<file path="config.mk">
export PLATFORM = sky130hd
export DESIGN_NAME = pfhc_top
export DESIGN_NICKNAME = d
export VERILOG_FILES = /design/src/design/pfhc_pkg.sv /design/src/design/pfhc_top.sv
export SDC_FILE = /design/constraint.sdc
export NUM_CORES = 1
export LEC_CHECK = 0
export ABC_AREA = 1
export BUFFER_PORTS_ARGS = -buffer_cell sky130_fd_sc_hd__buf_2
export CAP_MARGIN = 20
export CORE_MARGIN = 4
export CORE_UTILIZATION = 50
export DETAILED_ROUTE_END_ITERATION = 7
export PLACE_DENSITY = 0.74
export SYNTH_ARGS = -nofsm -noshare
export SYNTH_HDL_FRONTEND = slang
export SYNTH_SLANG_ARGS = --single-unit
</file>
<file path="constraint.sdc">
create_clock -name clk -period 24.5 [get_ports clk]
set_clock_uncertainty 0.05 [all_clocks]
set_input_delay 3.675 -clock clk [delete_from_list [all_inputs] [get_ports clk]]
set_output_delay 3.675 -clock clk [all_outputs]
set_load 0.005 [all_outputs]
</file>
<file path="src/design/pfhc_pkg.sv">
// package for the position fault and homing control block
package pfhc_pkg;

    // register byte offsets
    localparam logic [7:0] ctrl_off       = 8'h00;
    localparam logic [7:0] upper_lev_off  = 8'h04;
    localparam logic [7:0] lower_lev_off  = 8'h08;
    localparam logic [7:0] max_track_off  = 8'h0c;
    localparam logic [7:0] preset_pos_off = 8'h10;
    localparam logic [7:0] home_speed_off = 8'h14;
    localparam logic [7:0] home_ramp_off  = 8'h18;
    localparam logic [7:0] fstop_time_off = 8'h1c;
    localparam logic [7:0] brake_freq_off = 8'h20;
    localparam logic [7:0] status_off     = 8'h24;
    localparam logic [7:0] track_err_off  = 8'h28;
    localparam logic [7:0] position_off   = 8'h2c;

    // control register field positions
    localparam int enc_inv_bit   = 0;
    localparam int brake_fn_bit  = 1;
    localparam int up_en_bit     = 2;
    localparam int lo_en_bit     = 3;
    localparam int react_lsb     = 4;
    localparam int htype_lsb     = 6;

    // reset values of the settings
    localparam logic [7:0]  ctrl_rst       = 8'h00;
    localparam logic [31:0] upper_lev_rst  = 32'h0000ea60;
    localparam logic [31:0] lower_lev_rst  = 32'h00001388;
    localparam logic [15:0] max_track_rst  = 16'h7530;
    localparam logic [15:0] preset_pos_rst = 16'h0000;
    localparam logic [15:0] home_speed_rst = 16'h0064;
    localparam logic [15:0] home_ramp_rst  = 16'h000a;
    localparam logic [15:0] fstop_time_rst = 16'h0032;
    localparam logic [15:0] brake_freq_rst = 16'h0000;

    // creep speed is a fifth of the homing speed
    localparam int creep_div = 5;

    // stop reaction codes
    typedef enum logic [1:0] {
        pfhc_react_none = 2'h0,
        pfhc_react_free = 2'h1,
        pfhc_react_dec  = 2'h2
    } pfhc_react_e;

    // error codes shown in status
    typedef enum logic [2:0] {
        pfhc_err_none  = 3'h0,
        pfhc_err_hw_up = 3'h1,
        pfhc_err_hw_lo = 3'h2,
        pfhc_err_sw_up = 3'h3,
        pfhc_err_sw_lo = 3'h4,
        pfhc_err_track = 3'h5
    } pfhc_err_e;

    // homing types: bit 1 forward start, bit 0 no index
    typedef enum logic [1:0] {
        pfhc_home_rev_idx   = 2'h0,
        pfhc_home_rev_noidx = 2'h1,
        pfhc_home_fwd_idx   = 2'h2,
        pfhc_home_fwd_noidx = 2'h3
    } pfhc_htype_e;

    // homing states, gray along the path
    typedef enum logic [1:0] {
        pfhc_h_idle  = 2'b00,
        pfhc_h_run   = 2'b01,
        pfhc_h_creep = 2'b11,
        pfhc_h_seek  = 2'b10
    } pfhc_hstate_e;

    // pin inputs from encoder, switches and command inputs
    typedef struct packed {
        logic fb_pulse;
        logic fb_dir;
        logic index_pulse;
        logic upper_hard_limit_input;
        logic lower_hard_limit_input;
        logic fast_stop;
        logic preset;
        logic homing_run;
    } pfhc_pins_s;

    localparam int pin_w = 8;

    // reference pulse stream from the profile logic, same clock
    typedef struct packed {
        logic pulse;
        logic dir;
    } pfhc_ref_s;

    // drive command outputs
    typedef struct packed {
        logic        output_block;
        logic        trip_decel;
        logic        fast_decel;
        logic        brake_close;
        logic        homing_active;
        logic [15:0] homing_speed_cmd;
        logic [15:0] ramp_time;
    } pfhc_drive_s;

endpackage

</file>
<file path="src/design/pfhc_top.sv">
// position fault supervision, fast stop, preset and homing control
//
// Operation
// - following error is reference minus feedback count, zero while stopped
// - hard limit input sets error code 1 upper or 2 lower
// - reaction 0 keeps running; 1 blocks output and closes brake if used
// - reaction 2 decelerates on trip time; brake closes at brake frequency
// - upper soft limit checked only when its enable is 1
// - lower soft limit checked only when its enable is 1
// - passing enabled soft limit gives code 3 upper or 4 lower
// - following error at or over maximum gives code 5
// - fast stop input decelerates over the fast stop time
// - fast stop request is latched until the deceleration completes
// - fast stop ignores target and current position
// - preset input loads the position counter with the preset position
// - feedback counts up forward; direction setting 1 inverts the sense
// - homing run input drives motor at homing speed and homing ramp
// - preset rise during homing reverses and creeps at a fifth speed
// - preset fall during homing loads position, then index types stop at index, no-index types stop at once
// - negative homing speed runs the homing motion in reverse
// - homing ramp is time between zero and maximum frequency
// - homing type codes: reverse or forward, with or without index
//
// Decided for this implementation: the register addresses and register access over APB.
`timescale 1ns/1ps
`default_nettype none

module pfhc_top #(
    parameter int pos_w = 32
) (
    input  wire logic               clk,
    input  wire logic               reset,
    input  wire logic               psel,
    input  wire logic               penable,
    input  wire logic               pwrite,
    input  wire logic [7:0]         paddr,
    input  wire logic [31:0]        pwdata,
    output logic                    pready,
    output logic [31:0]             prdata,
    output logic                    pslverr,
    input  wire pfhc_pkg::pfhc_pins_s pins,
    input  wire pfhc_pkg::pfhc_ref_s  ref_in,
    input  wire logic               drive_running,
    input  wire logic [15:0]        out_freq,
    output pfhc_pkg::pfhc_drive_s   drive
);

    // settings
    logic [7:0]        ctrl_reg;
    logic [31:0]       upper_lev_reg;
    logic [31:0]       lower_lev_reg;
    logic [15:0]       max_track_reg;
    logic [15:0]       preset_pos_reg;
    logic [15:0]       home_speed_reg;
    logic [15:0]       home_ramp_reg;
    logic [15:0]       fstop_time_reg;
    logic [15:0]       brake_freq_reg;
    // state
    logic [pos_w-1:0]  pos_reg;
    logic [pos_w-1:0]  ref_cnt_reg;
    logic [pos_w-1:0]  track_err_reg;
    logic [2:0]        err_code_reg;
    logic              fast_latch_reg;
    logic              free_reg;
    logic              dec_reg;
    logic              brake_reg;
    pfhc_pkg::pfhc_hstate_e hstate_reg;
    logic [15:0]       hspeed_reg;
    logic              pready_reg;
    logic [31:0]       prdata_reg;
    logic              pslverr_reg;
    // pin synchroniser and filter
    logic [pfhc_pkg::pin_w-1:0] s1_reg;
    logic [pfhc_pkg::pin_w-1:0] s2_reg;
    logic [pfhc_pkg::pin_w-1:0] s3_reg;
    logic [pfhc_pkg::pin_w-1:0] filt_reg;
    logic [pfhc_pkg::pin_w-1:0] prev_reg;
    pfhc_pkg::pfhc_pins_s       pf;
    pfhc_pkg::pfhc_pins_s       pp;

    // sign-extend a 16-bit setting to the position width
    function automatic logic [pos_w-1:0] sx16(input logic [15:0] v);
        sx16 = {{(pos_w-16){v[15]}}, v};
    endfunction

    // signed magnitude of a position-width value
    function automatic logic [pos_w-1:0] mag(input logic [pos_w-1:0] v);
        mag = v[pos_w-1] ? (~v + 1'b1) : v;
    endfunction

    assign pf = pfhc_pkg::pfhc_pins_s'(filt_reg);
    assign pp = pfhc_pkg::pfhc_pins_s'(prev_reg);

    // apb decode, one wait state per access
    logic acc;
    logic wr;
    logic hit;
    assign acc = psel & penable & ~pready_reg;
    assign wr  = acc & pwrite;

    always_comb begin
        hit = 1'b1;
        case (paddr)
            pfhc_pkg::ctrl_off, pfhc_pkg::upper_lev_off, pfhc_pkg::lower_lev_off,
            pfhc_pkg::max_track_off, pfhc_pkg::preset_pos_off,
            pfhc_pkg::home_speed_off, pfhc_pkg::home_ramp_off,
            pfhc_pkg::fstop_time_off, pfhc_pkg::brake_freq_off,
            pfhc_pkg::status_off, pfhc_pkg::track_err_off,
            pfhc_pkg::position_off: hit = 1'b1;
            default: hit = 1'b0;
        endcase
    end

    // status word: error code, fast stop latch, homing state
    logic [31:0] status_w;
    assign status_w = {26'h0, hstate_reg, fast_latch_reg, err_code_reg};

    // apb answer; unmapped addresses answer with an error and zero data
    always_ff @(posedge clk or posedge reset) begin
        if (reset) begin
            pready_reg  <= 1'b0;
            prdata_reg  <= 32'h0;
            pslverr_reg <= 1'b0;
        end else begin
            pready_reg  <= acc;
            pslverr_reg <= acc & ~hit;
            prdata_reg  <= 32'h0;
            if (acc && !pwrite) begin
                case (paddr)
                    pfhc_pkg::ctrl_off:       prdata_reg <= {24'h0, ctrl_reg};
                    pfhc_pkg::upper_lev_off:  prdata_reg <= upper_lev_reg;
                    pfhc_pkg::lower_lev_off:  prdata_reg <= lower_lev_reg;
                    pfhc_pkg::max_track_off:  prdata_reg <= {16'h0, max_track_reg};
                    pfhc_pkg::preset_pos_off: prdata_reg <= {16'h0, preset_pos_reg};
                    pfhc_pkg::home_speed_off: prdata_reg <= {16'h0, home_speed_reg};
                    pfhc_pkg::home_ramp_off:  prdata_reg <= {16'h0, home_ramp_reg};
                    pfhc_pkg::fstop_time_off: prdata_reg <= {16'h0, fstop_time_reg};
                    pfhc_pkg::brake_freq_off: prdata_reg <= {16'h0, brake_freq_reg};
                    pfhc_pkg::status_off:     prdata_reg <= status_w;
                    pfhc_pkg::track_err_off:  prdata_reg <= 32'(track_err_reg);
                    pfhc_pkg::position_off:   prdata_reg <= 32'(pos_reg);
                    default:                  prdata_reg <= 32'h0;
                endcase
            end
        end
    end

    // setting registers, written on the access edge only
    always_ff @(posedge clk or posedge reset) begin
        if (reset) begin
            ctrl_reg       <= pfhc_pkg::ctrl_rst;
            upper_lev_reg  <= pfhc_pkg::upper_lev_rst;
            lower_lev_reg  <= pfhc_pkg::lower_lev_rst;
            max_track_reg  <= pfhc_pkg::max_track_rst;
            preset_pos_reg <= pfhc_pkg::preset_pos_rst;
            home_speed_reg <= pfhc_pkg::home_speed_rst;
            home_ramp_reg  <= pfhc_pkg::home_ramp_rst;
            fstop_time_reg <= pfhc_pkg::fstop_time_rst;
            brake_freq_reg <= pfhc_pkg::brake_freq_rst;
        end else if (wr) begin
            case (paddr)
                pfhc_pkg::ctrl_off:       ctrl_reg       <= pwdata[7:0];
                pfhc_pkg::upper_lev_off:  upper_lev_reg  <= pwdata;
                pfhc_pkg::lower_lev_off:  lower_lev_reg  <= pwdata;
                pfhc_pkg::max_track_off:  max_track_reg  <= pwdata[15:0];
                pfhc_pkg::preset_pos_off: preset_pos_reg <= pwdata[15:0];
                pfhc_pkg::home_speed_off: home_speed_reg <= pwdata[15:0];
                pfhc_pkg::home_ramp_off:  home_ramp_reg  <= pwdata[15:0];
                pfhc_pkg::fstop_time_off: fstop_time_reg <= pwdata[15:0];
                pfhc_pkg::brake_freq_off: brake_freq_reg <= pwdata[15:0];
                default: ;
            endcase
        end
    end

    // three-stage pin sync; a change counts once stages two and three agree
    always_ff @(posedge clk or posedge reset) begin
        if (reset) begin
            s1_reg   <= '0;
            s2_reg   <= '0;
            s3_reg   <= '0;
            filt_reg <= '0;
            prev_reg <= '0;
        end else begin
            s1_reg   <= pins;
            s2_reg   <= s1_reg;
            s3_reg   <= s2_reg;
            filt_reg <= (s2_reg & s3_reg) | (filt_reg & (s2_reg | s3_reg));
            prev_reg <= filt_reg;
        end
    end

    // decoded settings and pin edges
    logic enc_inv;
    logic brake_fn;
    logic up_en;
    logic lo_en;
    logic [1:0] react;
    logic [1:0] htype;
    logic fb_step;
    logic fb_up;
    logic pre_rise;
    logic pre_fall;
    logic home_rise;
    logic idx_rise;
    logic homing;
    assign enc_inv  = ctrl_reg[pfhc_pkg::enc_inv_bit];
    assign brake_fn = ctrl_reg[pfhc_pkg::brake_fn_bit];
    assign up_en    = ctrl_reg[pfhc_pkg::up_en_bit];
    assign lo_en    = ctrl_reg[pfhc_pkg::lo_en_bit];
    assign react    = ctrl_reg[pfhc_pkg::react_lsb +: 2];
    assign htype    = ctrl_reg[pfhc_pkg::htype_lsb +: 2];
    assign fb_step   = pf.fb_pulse & ~pp.fb_pulse;
    assign fb_up     = pf.fb_dir ^ enc_inv;
    assign pre_rise  = pf.preset & ~pp.preset;
    assign pre_fall  = ~pf.preset & pp.preset;
    assign home_rise = pf.homing_run & ~pp.homing_run;
    assign idx_rise  = pf.index_pulse & ~pp.index_pulse;
    assign homing    = (hstate_reg != pfhc_pkg::pfhc_h_idle);

    // position counter: feedback steps, preset load wins over a step
    always_ff @(posedge clk or posedge reset) begin
        if (reset) begin
            pos_reg <= '0;
        end else if ((pre_rise && !homing)
                     || (pre_fall && hstate_reg == pfhc_pkg::pfhc_h_creep)) begin
            pos_reg <= {{(pos_w-16){1'b0}}, preset_pos_reg};
        end else if (fb_step) begin
            pos_reg <= fb_up ? pos_reg + 1'b1 : pos_reg - 1'b1;
        end
    end

    // reference count tracks position while stopped so the error starts at zero
    always_ff @(posedge clk or posedge reset) begin
        if (reset) begin
            ref_cnt_reg <= '0;
        end else if (!drive_running) begin
            ref_cnt_reg <= pos_reg;
        end else if (ref_in.pulse) begin
            ref_cnt_reg <= ref_in.dir ? ref_cnt_reg + 1'b1 : ref_cnt_reg - 1'b1;
        end
    end

    // following error, forced to zero when stopped
    always_ff @(posedge clk or posedge reset) begin
        if (reset) begin
            track_err_reg <= '0;
        end else begin
            track_err_reg <= drive_running ? ref_cnt_reg - pos_reg : '0;
        end
    end

    // error detection in fixed priority; codes compare as signed positions
    logic [2:0] new_err;
    always_comb begin
        new_err = pfhc_pkg::pfhc_err_none;
        if (pf.upper_hard_limit_input)
            new_err = pfhc_pkg::pfhc_err_hw_up;
        else if (pf.lower_hard_limit_input)
            new_err = pfhc_pkg::pfhc_err_hw_lo;
        else if (up_en && $signed(pos_reg) > $signed(upper_lev_reg))
            new_err = pfhc_pkg::pfhc_err_sw_up;
        else if (lo_en && $signed(pos_reg) < $signed(lower_lev_reg))
            new_err = pfhc_pkg::pfhc_err_sw_lo;
        else if (drive_running && mag(track_err_reg) >= sx16(max_track_reg)
                 && !max_track_reg[15])
            new_err = pfhc_pkg::pfhc_err_track;
    end

    // first error code holds until the drive stops; once stopped the
    // code follows the detected error each cycle and holds nothing
    always_ff @(posedge clk or posedge reset) begin
        if (reset) begin
            err_code_reg <= pfhc_pkg::pfhc_err_none;
        end else if (err_code_reg == pfhc_pkg::pfhc_err_none) begin
            err_code_reg <= new_err;
        end else if (!drive_running) begin
            err_code_reg <= new_err;
        end
    end

    // stop reaction, taken when an error code first appears
    logic err_new;
    assign err_new = (err_code_reg == pfhc_pkg::pfhc_err_none)
                     && (new_err != pfhc_pkg::pfhc_err_none);
    always_ff @(posedge clk or posedge reset) begin
        if (reset) begin
            free_reg <= 1'b0;
            dec_reg  <= 1'b0;
        end else if (err_new) begin
            free_reg <= (react == pfhc_pkg::pfhc_react_free);
            dec_reg  <= (react == pfhc_pkg::pfhc_react_dec);
        end else if (!drive_running) begin
            free_reg <= 1'b0;
            dec_reg  <= 1'b0;
        end
    end

    // brake: at once on free-run, at the brake frequency on decel
    always_ff @(posedge clk or posedge reset) begin
        if (reset) begin
            brake_reg <= 1'b0;
        end else if (!brake_fn) begin
            brake_reg <= 1'b0;
        end else if (free_reg || (err_new && react == pfhc_pkg::pfhc_react_free)) begin
            brake_reg <= 1'b1;
        end else if (dec_reg && out_freq <= brake_freq_reg) begin
            brake_reg <= 1'b1;
        end else if (!drive_running) begin
            brake_reg <= 1'b0;
        end
    end

    // fast stop latch: held through release until the drive has stopped
    always_ff @(posedge clk or posedge reset) begin
        if (reset) begin
            fast_latch_reg <= 1'b0;
        end else if (pf.fast_stop && drive_running) begin
            fast_latch_reg <= 1'b1;
        end else if (!drive_running) begin
            fast_latch_reg <= 1'b0;
        end
    end

    // homing sequence; dropping the run input abandons it
    always_ff @(posedge clk or posedge reset) begin
        if (reset) begin
            hstate_reg <= pfhc_pkg::pfhc_h_idle;
        end else if (!pf.homing_run) begin
            hstate_reg <= pfhc_pkg::pfhc_h_idle;
        end else begin
            case (hstate_reg)
                pfhc_pkg::pfhc_h_idle:
                    if (home_rise) hstate_reg <= pfhc_pkg::pfhc_h_run;
                pfhc_pkg::pfhc_h_run:
                    if (pre_rise) hstate_reg <= pfhc_pkg::pfhc_h_creep;
                pfhc_pkg::pfhc_h_creep:
                    if (pre_fall) begin
                        // no-index types stop straight after the load
                        hstate_reg <= htype[0] ? pfhc_pkg::pfhc_h_idle
                                               : pfhc_pkg::pfhc_h_seek;
                    end
                pfhc_pkg::pfhc_h_seek:
                    if (idx_rise) hstate_reg <= pfhc_pkg::pfhc_h_idle;
                default: hstate_reg <= pfhc_pkg::pfhc_h_idle;
            endcase
        end
    end

    // homing speed: signed rpm; start direction by type, sign by setting
    logic [15:0] base_spd;
    logic [15:0] creep_spd;
    always_comb begin
        base_spd = htype[1] ? home_speed_reg : 16'(-home_speed_reg);
        creep_spd = 16'($signed(-base_spd) / pfhc_pkg::creep_div);
    end

    always_ff @(posedge clk or posedge reset) begin
        if (reset) begin
            hspeed_reg <= 16'h0;
        end else begin
            case (hstate_reg)
                pfhc_pkg::pfhc_h_run:   hspeed_reg <= base_spd;
                pfhc_pkg::pfhc_h_creep: hspeed_reg <= creep_spd;
                pfhc_pkg::pfhc_h_seek:  hspeed_reg <= creep_spd;
                default:                hspeed_reg <= 16'h0;
            endcase
        end
    end

    // drive command outputs; fast stop overrides the homing ramp
    always_ff @(posedge clk or posedge reset) begin
        if (reset) begin
            drive <= '0;
        end else begin
            drive.output_block     <= free_reg;
            drive.trip_decel       <= dec_reg & ~free_reg;
            drive.fast_decel       <= fast_latch_reg;
            drive.brake_close      <= brake_reg;
            drive.homing_active    <= homing & ~fast_latch_reg;
            drive.homing_speed_cmd <= fast_latch_reg ? 16'h0 : hspeed_reg;
            // ramp times are zero-to-maximum-frequency figures
            drive.ramp_time        <= fast_latch_reg ? fstop_time_reg
                                                     : home_ramp_reg;
        end
    end

    assign pready  = pready_reg;
    assign prdata  = prdata_reg;
    assign pslverr = pslverr_reg;

endmodule

`default_nettype wire

</file>
* After elaboration in Yosys (flattened, before gate mapping) *
Index checks and enable logic that the tools add are counted.

cells by class
  reduce and logical (&&, ||, !) cells = 34
  bitwise gates (word level) = 26
  shift operators = 0
  equality and inequality tests = 25
  multiply operators = 0
  magnitude comparators = 4
  divide/modulo/power cells = 1
  add/subtract/negate cells = 8
  muxes and demuxes = 36

operators with widths
  operator               count
  $pmux 32 s12           1
  $mux 32                9
  $add 32x1->32 const B  3
  $sub 32x1->32 const B  2
  $mux 16                3
  $div 32x4->32 const B  1
  $eq 8x5->1 const B     4
  $eq 8x6->1 const B     4
  $ge 32x32->1           1
  $gt 32x32->1           1
  $lt 32x32->1           1
  $neg 16->16            2
  $not 32->32            1
  $pmux 16 s2            1
  $sub 32x32->32         1
  $mux 3                 7
  $reduce_and 2->1       9
  $and 8x8->8            2
  $eq 8x4->1 const B     2
  $le 16x16->1           1
  $or 8x8->8             2
  $mux 2                 6
  $ne 3x3->1 const B     4
  $reduce_or 12->1       1
  other kinds (21)       65

storage, ports and cells
  latch bits = 0
  register bits after elaboration = 400
  memories = 0
  RAM bits = 0
  bits in read-only memories = 0
  output and inout bits = 71

* Logic depth before layout (Yosys ltp) *
  word-level depth = 17
  gate-level depth with buffers = 93
  depth with buffers taken out = 93

* Worst setup path after synthesis *
No wires, ideal clock.

  path kind = register to register
  start = reg home_speed_reg[0]
  end = reg hspeed_reg[12]
  stages on the path, launching flop included = 84
  clock period less this slack = 8088 ps
  buffers on the path = 0
  library setup time = 132 ps
  setup slack = 16412 ps
  arrival time = 7906 ps
  required time = 24318 ps
  cells stage by stage = dfrtp_1 > inv_2 > ha_1 > nor2_1 > nand2_1 > nand2_1 > nand2_1 > nor2_2 > nand2_2 > nor2_4 > nand3_1 > nor2_1 > nand3_1 > xor2_1 > nand3_1 > nand2_2 > nand2_1 > nand2_1 > [... 48 more ...] > inv_1 > nand3_2 > nand2_4 > nand3_4 > nand2_2 > nand2_1 > nor2_4 > nand2_1 > inv_2 > ha_1 > inv_1 > nor2_1 > nand3_1 > nor3_1 > a21oi_1 > or2_0 > nand3_1 > o21ai_1

on the way
  cells in the longest elaborated chain, start to end = 5

ends and longest elaborated chain
  element                   RTL line         RTL
  start: declaration        pfhc_top.sv:54   logic [15:0] home_speed_reg;
  start signal: assignment  pfhc_top.sv:156  home_speed_reg <= pfhc_pkg::home_speed_rst;
  start signal: assignment  pfhc_top.sv:167  pfhc_pkg::home_speed_off: home_speed_reg <= pwdata[15:0];
  $neg 16->16               pfhc_top.sv:354  base_spd = htype[1] ? home_speed_reg : 16'(-home_speed_reg);
  $mux 16 *                 pfhc_top.sv:354
  $neg 16->16               pfhc_top.sv:355  creep_spd = 16'($signed(-base_spd) / pfhc_pkg::creep_div);
  $div 32x4->32             pfhc_top.sv:355
  $pmux 16 s2 *             pfhc_top.sv:362  case (hstate_reg)
  end signal: assignment    pfhc_top.sv:363  pfhc_pkg::pfhc_h_run: hspeed_reg <= base_spd;
  end signal: assignment    pfhc_top.sv:364  pfhc_pkg::pfhc_h_creep: hspeed_reg <= creep_spd;
  end signal: assignment    pfhc_top.sv:365  pfhc_pkg::pfhc_h_seek: hspeed_reg <= creep_spd;
  end: declaration          pfhc_top.sv:68   logic [15:0] hspeed_reg;

Every way passes the cells marked *; elsewhere a longest branch is shown, timed or not.
A chain may end at the register's enable or synchronous reset.

* Worst setup path in the final report *
Same ends and word-level chain as after synthesis.

==> summary.md <==
| Metric | Value |
|---|---|
| Yosys top cell by area | dfrtp_1 |
| Initial drt markers | between 2000 and 2500 |
| Wirelength, routed | 71200 um |
| RSZ-0062 raised after global routing | no |
| Clock buffer depth | 3 |
| Register area | 0.00994 mm^2 |
| Final min period | 10410 ps |
| Largest net degree at the start of global routing | between 150 and 200 |
| Syn avg cell area | slightly below 8 um^2 |
| Synth unique cells | 65 |
| Finished layout cell area | 0.0279 mm^2 |
| CP arrival | ~11000 ps |
| Post-Place Worst Slack | ~14000 ps |
| Worst Path Buf+Inv | 9 |
| Clock latency on the worst-skew pair | roughly 600 ps |
| GRT overflow | 0 |
| Met2 global-route usage | between 40% and 50% |
| Yosys warnings | 0 |
| Crit end category | flip-flop |
| Most used DFF post-synth | dfrtp_1 |
| Fillers | 4517 |
| Die extent in y | between 200 and 250 um |
| Tcrit/Tclk final | approximately 42% |
| Gr busiest metal | met2 |
| Port Buf Inserts | roughly 140 |
| Mapped Cells | 3153 |
| # nets final | around 3600 |
| Final Hold Viols | 0 |
| DRT Pass-1 Iters | 6 |
| Die area | between 0.05 and 0.06 mm^2 |
| Post-DR wirelength/cell | between 15 and 20 um |
| Register area share after synthesis | between 30 and 40% |
| Grt met3 use | approximately 4.6% |
| Met1 Track Usage GR | between 30% and 40% |
| N_diodes | 0 |
| # rows | 81 |
| Slowest stage delay, CP | between 700 and 800 ps |
| Ranking of synthesized cells by area | dfrtp_1, ha_1, nand2_1 |
| Worst Setup Slack, final | ~14000 ps |
| Hold_buf cts | 0 |
| Number of max-cap violations | 0 |
| Async SR Flop Fraction | 100% |
| Vias in the first global route | between 20000 and 25000 |
| Outcome | completed |
| Max-slew headroom | roughly a quarter |
| #FFs+latches synth | approximately 400 |
| Num Clock Sinks | roughly 400 |
| Initial antenna violation count | 0 |
| Placed cell area | 0.0263 mm^2 |
| I/O Pins | roughly 140 |
| Setup CP Type | reg -> reg |
| Fmax | approximately 96 MHz |
| Cell mode on critical path | nand2_2 |
| Max-slew violation count | 0 |
| # resized after CTS | 0 |
| H-tree Lvls | 2 |
| Multi-input logic area | 0.0129 mm^2 |
| Via Count | about 22000 |
| Most common cell in the netlist | nand2_1 |
| Post-synth EDFFs | 0 |
| Syn Nets | 3437 |
| WP data required | approximately 25000 ps |
| Worst Hold Class | reg -> reg |
| Startpoint class of the critical path | flip-flop |
| Antenna Nets Post-Route | 0 |
| Cell family with most CP delay | simple AND/OR/NAND/NOR gates |
| Setup bufs post-CTS | 0 |
| CTS tree | built |
| Largest Register | drive |
| Die W | 231 um |
| Worst-margin pin slew | 1110 ps |
| # setup viols final | 0 |
| Gr usage total | about a quarter |
| Post-synth top area share | a little under two fifths |
| Final HPWL DP | roughly 53000 um |
| DR vias/cell | between 5 and 6 |
| Initial Util | approximately 51% |
| Max reg flops | 37 |
| Core Region | roughly 0.05 mm^2 |
| Root buffer cell | clkbuf_16 |
| DR DRC count | 0 |
| Fraction of layout cells with a size suffix above 1 | around an eighth |
| Synth Cell Area | ~0.025 mm^2 |
| Setup TNS | 0 ps |
| Area Growth Syn to Fin | 12.2% |
| Worst-path clk slew | 60 ps |
| Crit-path slowest cell | nand2_1 |
| Total CTS buffers | 46 |
| First-pass GRT wire length | 115000 um |
| Top cells by count, synth | nand2_1, inv_1, dfrtp_1 |
| RePlAce Congestion | about 1 |
| CP Max Fanout | 30 |
[worst reg2reg max path: cells and delay by family, from the launching register on]
kind	cells	cell delay [ps]
AND/OR/NAND/NOR	63	7480
AO/OA/AOI/OAI	4	670
buffers and inverters	9	990
flip-flops	1	440
adder cells (fa/ha/maj)	3	590
[stage by stage]
step,std cells,hold WS (ps),utilization (%)
after CTS,3976,299,56.8
after detailed placement,3893,286,53.6
after global placement,3893,282,53.6
after global routing,3978,300,56.9
final,3978,296,56.9
after floorplan,3153,281,-
[layout by cell type, fill, tap and decap left out, types with 13 or more instances in the layout]
cell	Yosys	routed
a21oi_1	167	167
a221oi_1	39	39
buf_2	2	142
buf_4	1	17
clkbuf_16	0	46
dfrtp_1	369	369
dfstp_2	27	27
ha_1	209	209
inv_1	447	446
inv_2	28	28
nand2_1	671	669
nand2_2	42	44
nand2_4	14	14
nand3_1	175	175
nand4_1	32	32
nor2_1	193	192
nor3_1	38	38
o21ai_0	278	278
o21ai_1	14	14
o221ai_1	48	48
o22ai_1	71	71
or2_2	13	13
xnor2_1	25	24
xor2_1	48	48
[area by class of cell]
type / count / area share (%)
timing repair buffer: 162 / 3.24
clock buffer: 61 / 4.68
tap: 664 / 2.98
inverter: 476 / 6.43
clock inverter: 22 / 1.03
multi-input combinational: 2197 / 46.0
sequential: 396 / 35.6
[per-layer routing]
metal  share of wire [%]  wire length, um
met1                  43            30900
met3                 8.5             6060
met5                   0                0
met4                 4.8             3410
met2                  43            30800
[worst paths after layout]
kind / startpoint / endpoint / slack, ps / cells past startpoint
setup / recovery: home_speed_reg[0] / hspeed_reg[12] / 14090 / 79
min in group asynchronous: reset / pslverr / 3120 / 2
setup reg to reg: home_speed_reg[0] / hspeed_reg[12] / 14090 / 79
hold reg to reg: s1_reg[1] / s2_reg[1] / 300 / 0
max in group asynchronous: reset / hspeed_reg[9] / 19060 / 4
hold / removal: s1_reg[1] / s2_reg[1] / 300 / 0
[cells by family after synthesis]
logic type,after synthesis,synth area share [%]
fa+ha+maj,220,11.1
simple gates,1219,21.7
buf+inv,560,8.50
compound gates,684,16.2
flops,396,39.9
xor+xnor,74,2.63
Power is left out: the tool's default activity adds up to more than one toggle a clock period on the data nets, which glitch-free logic cannot reach.
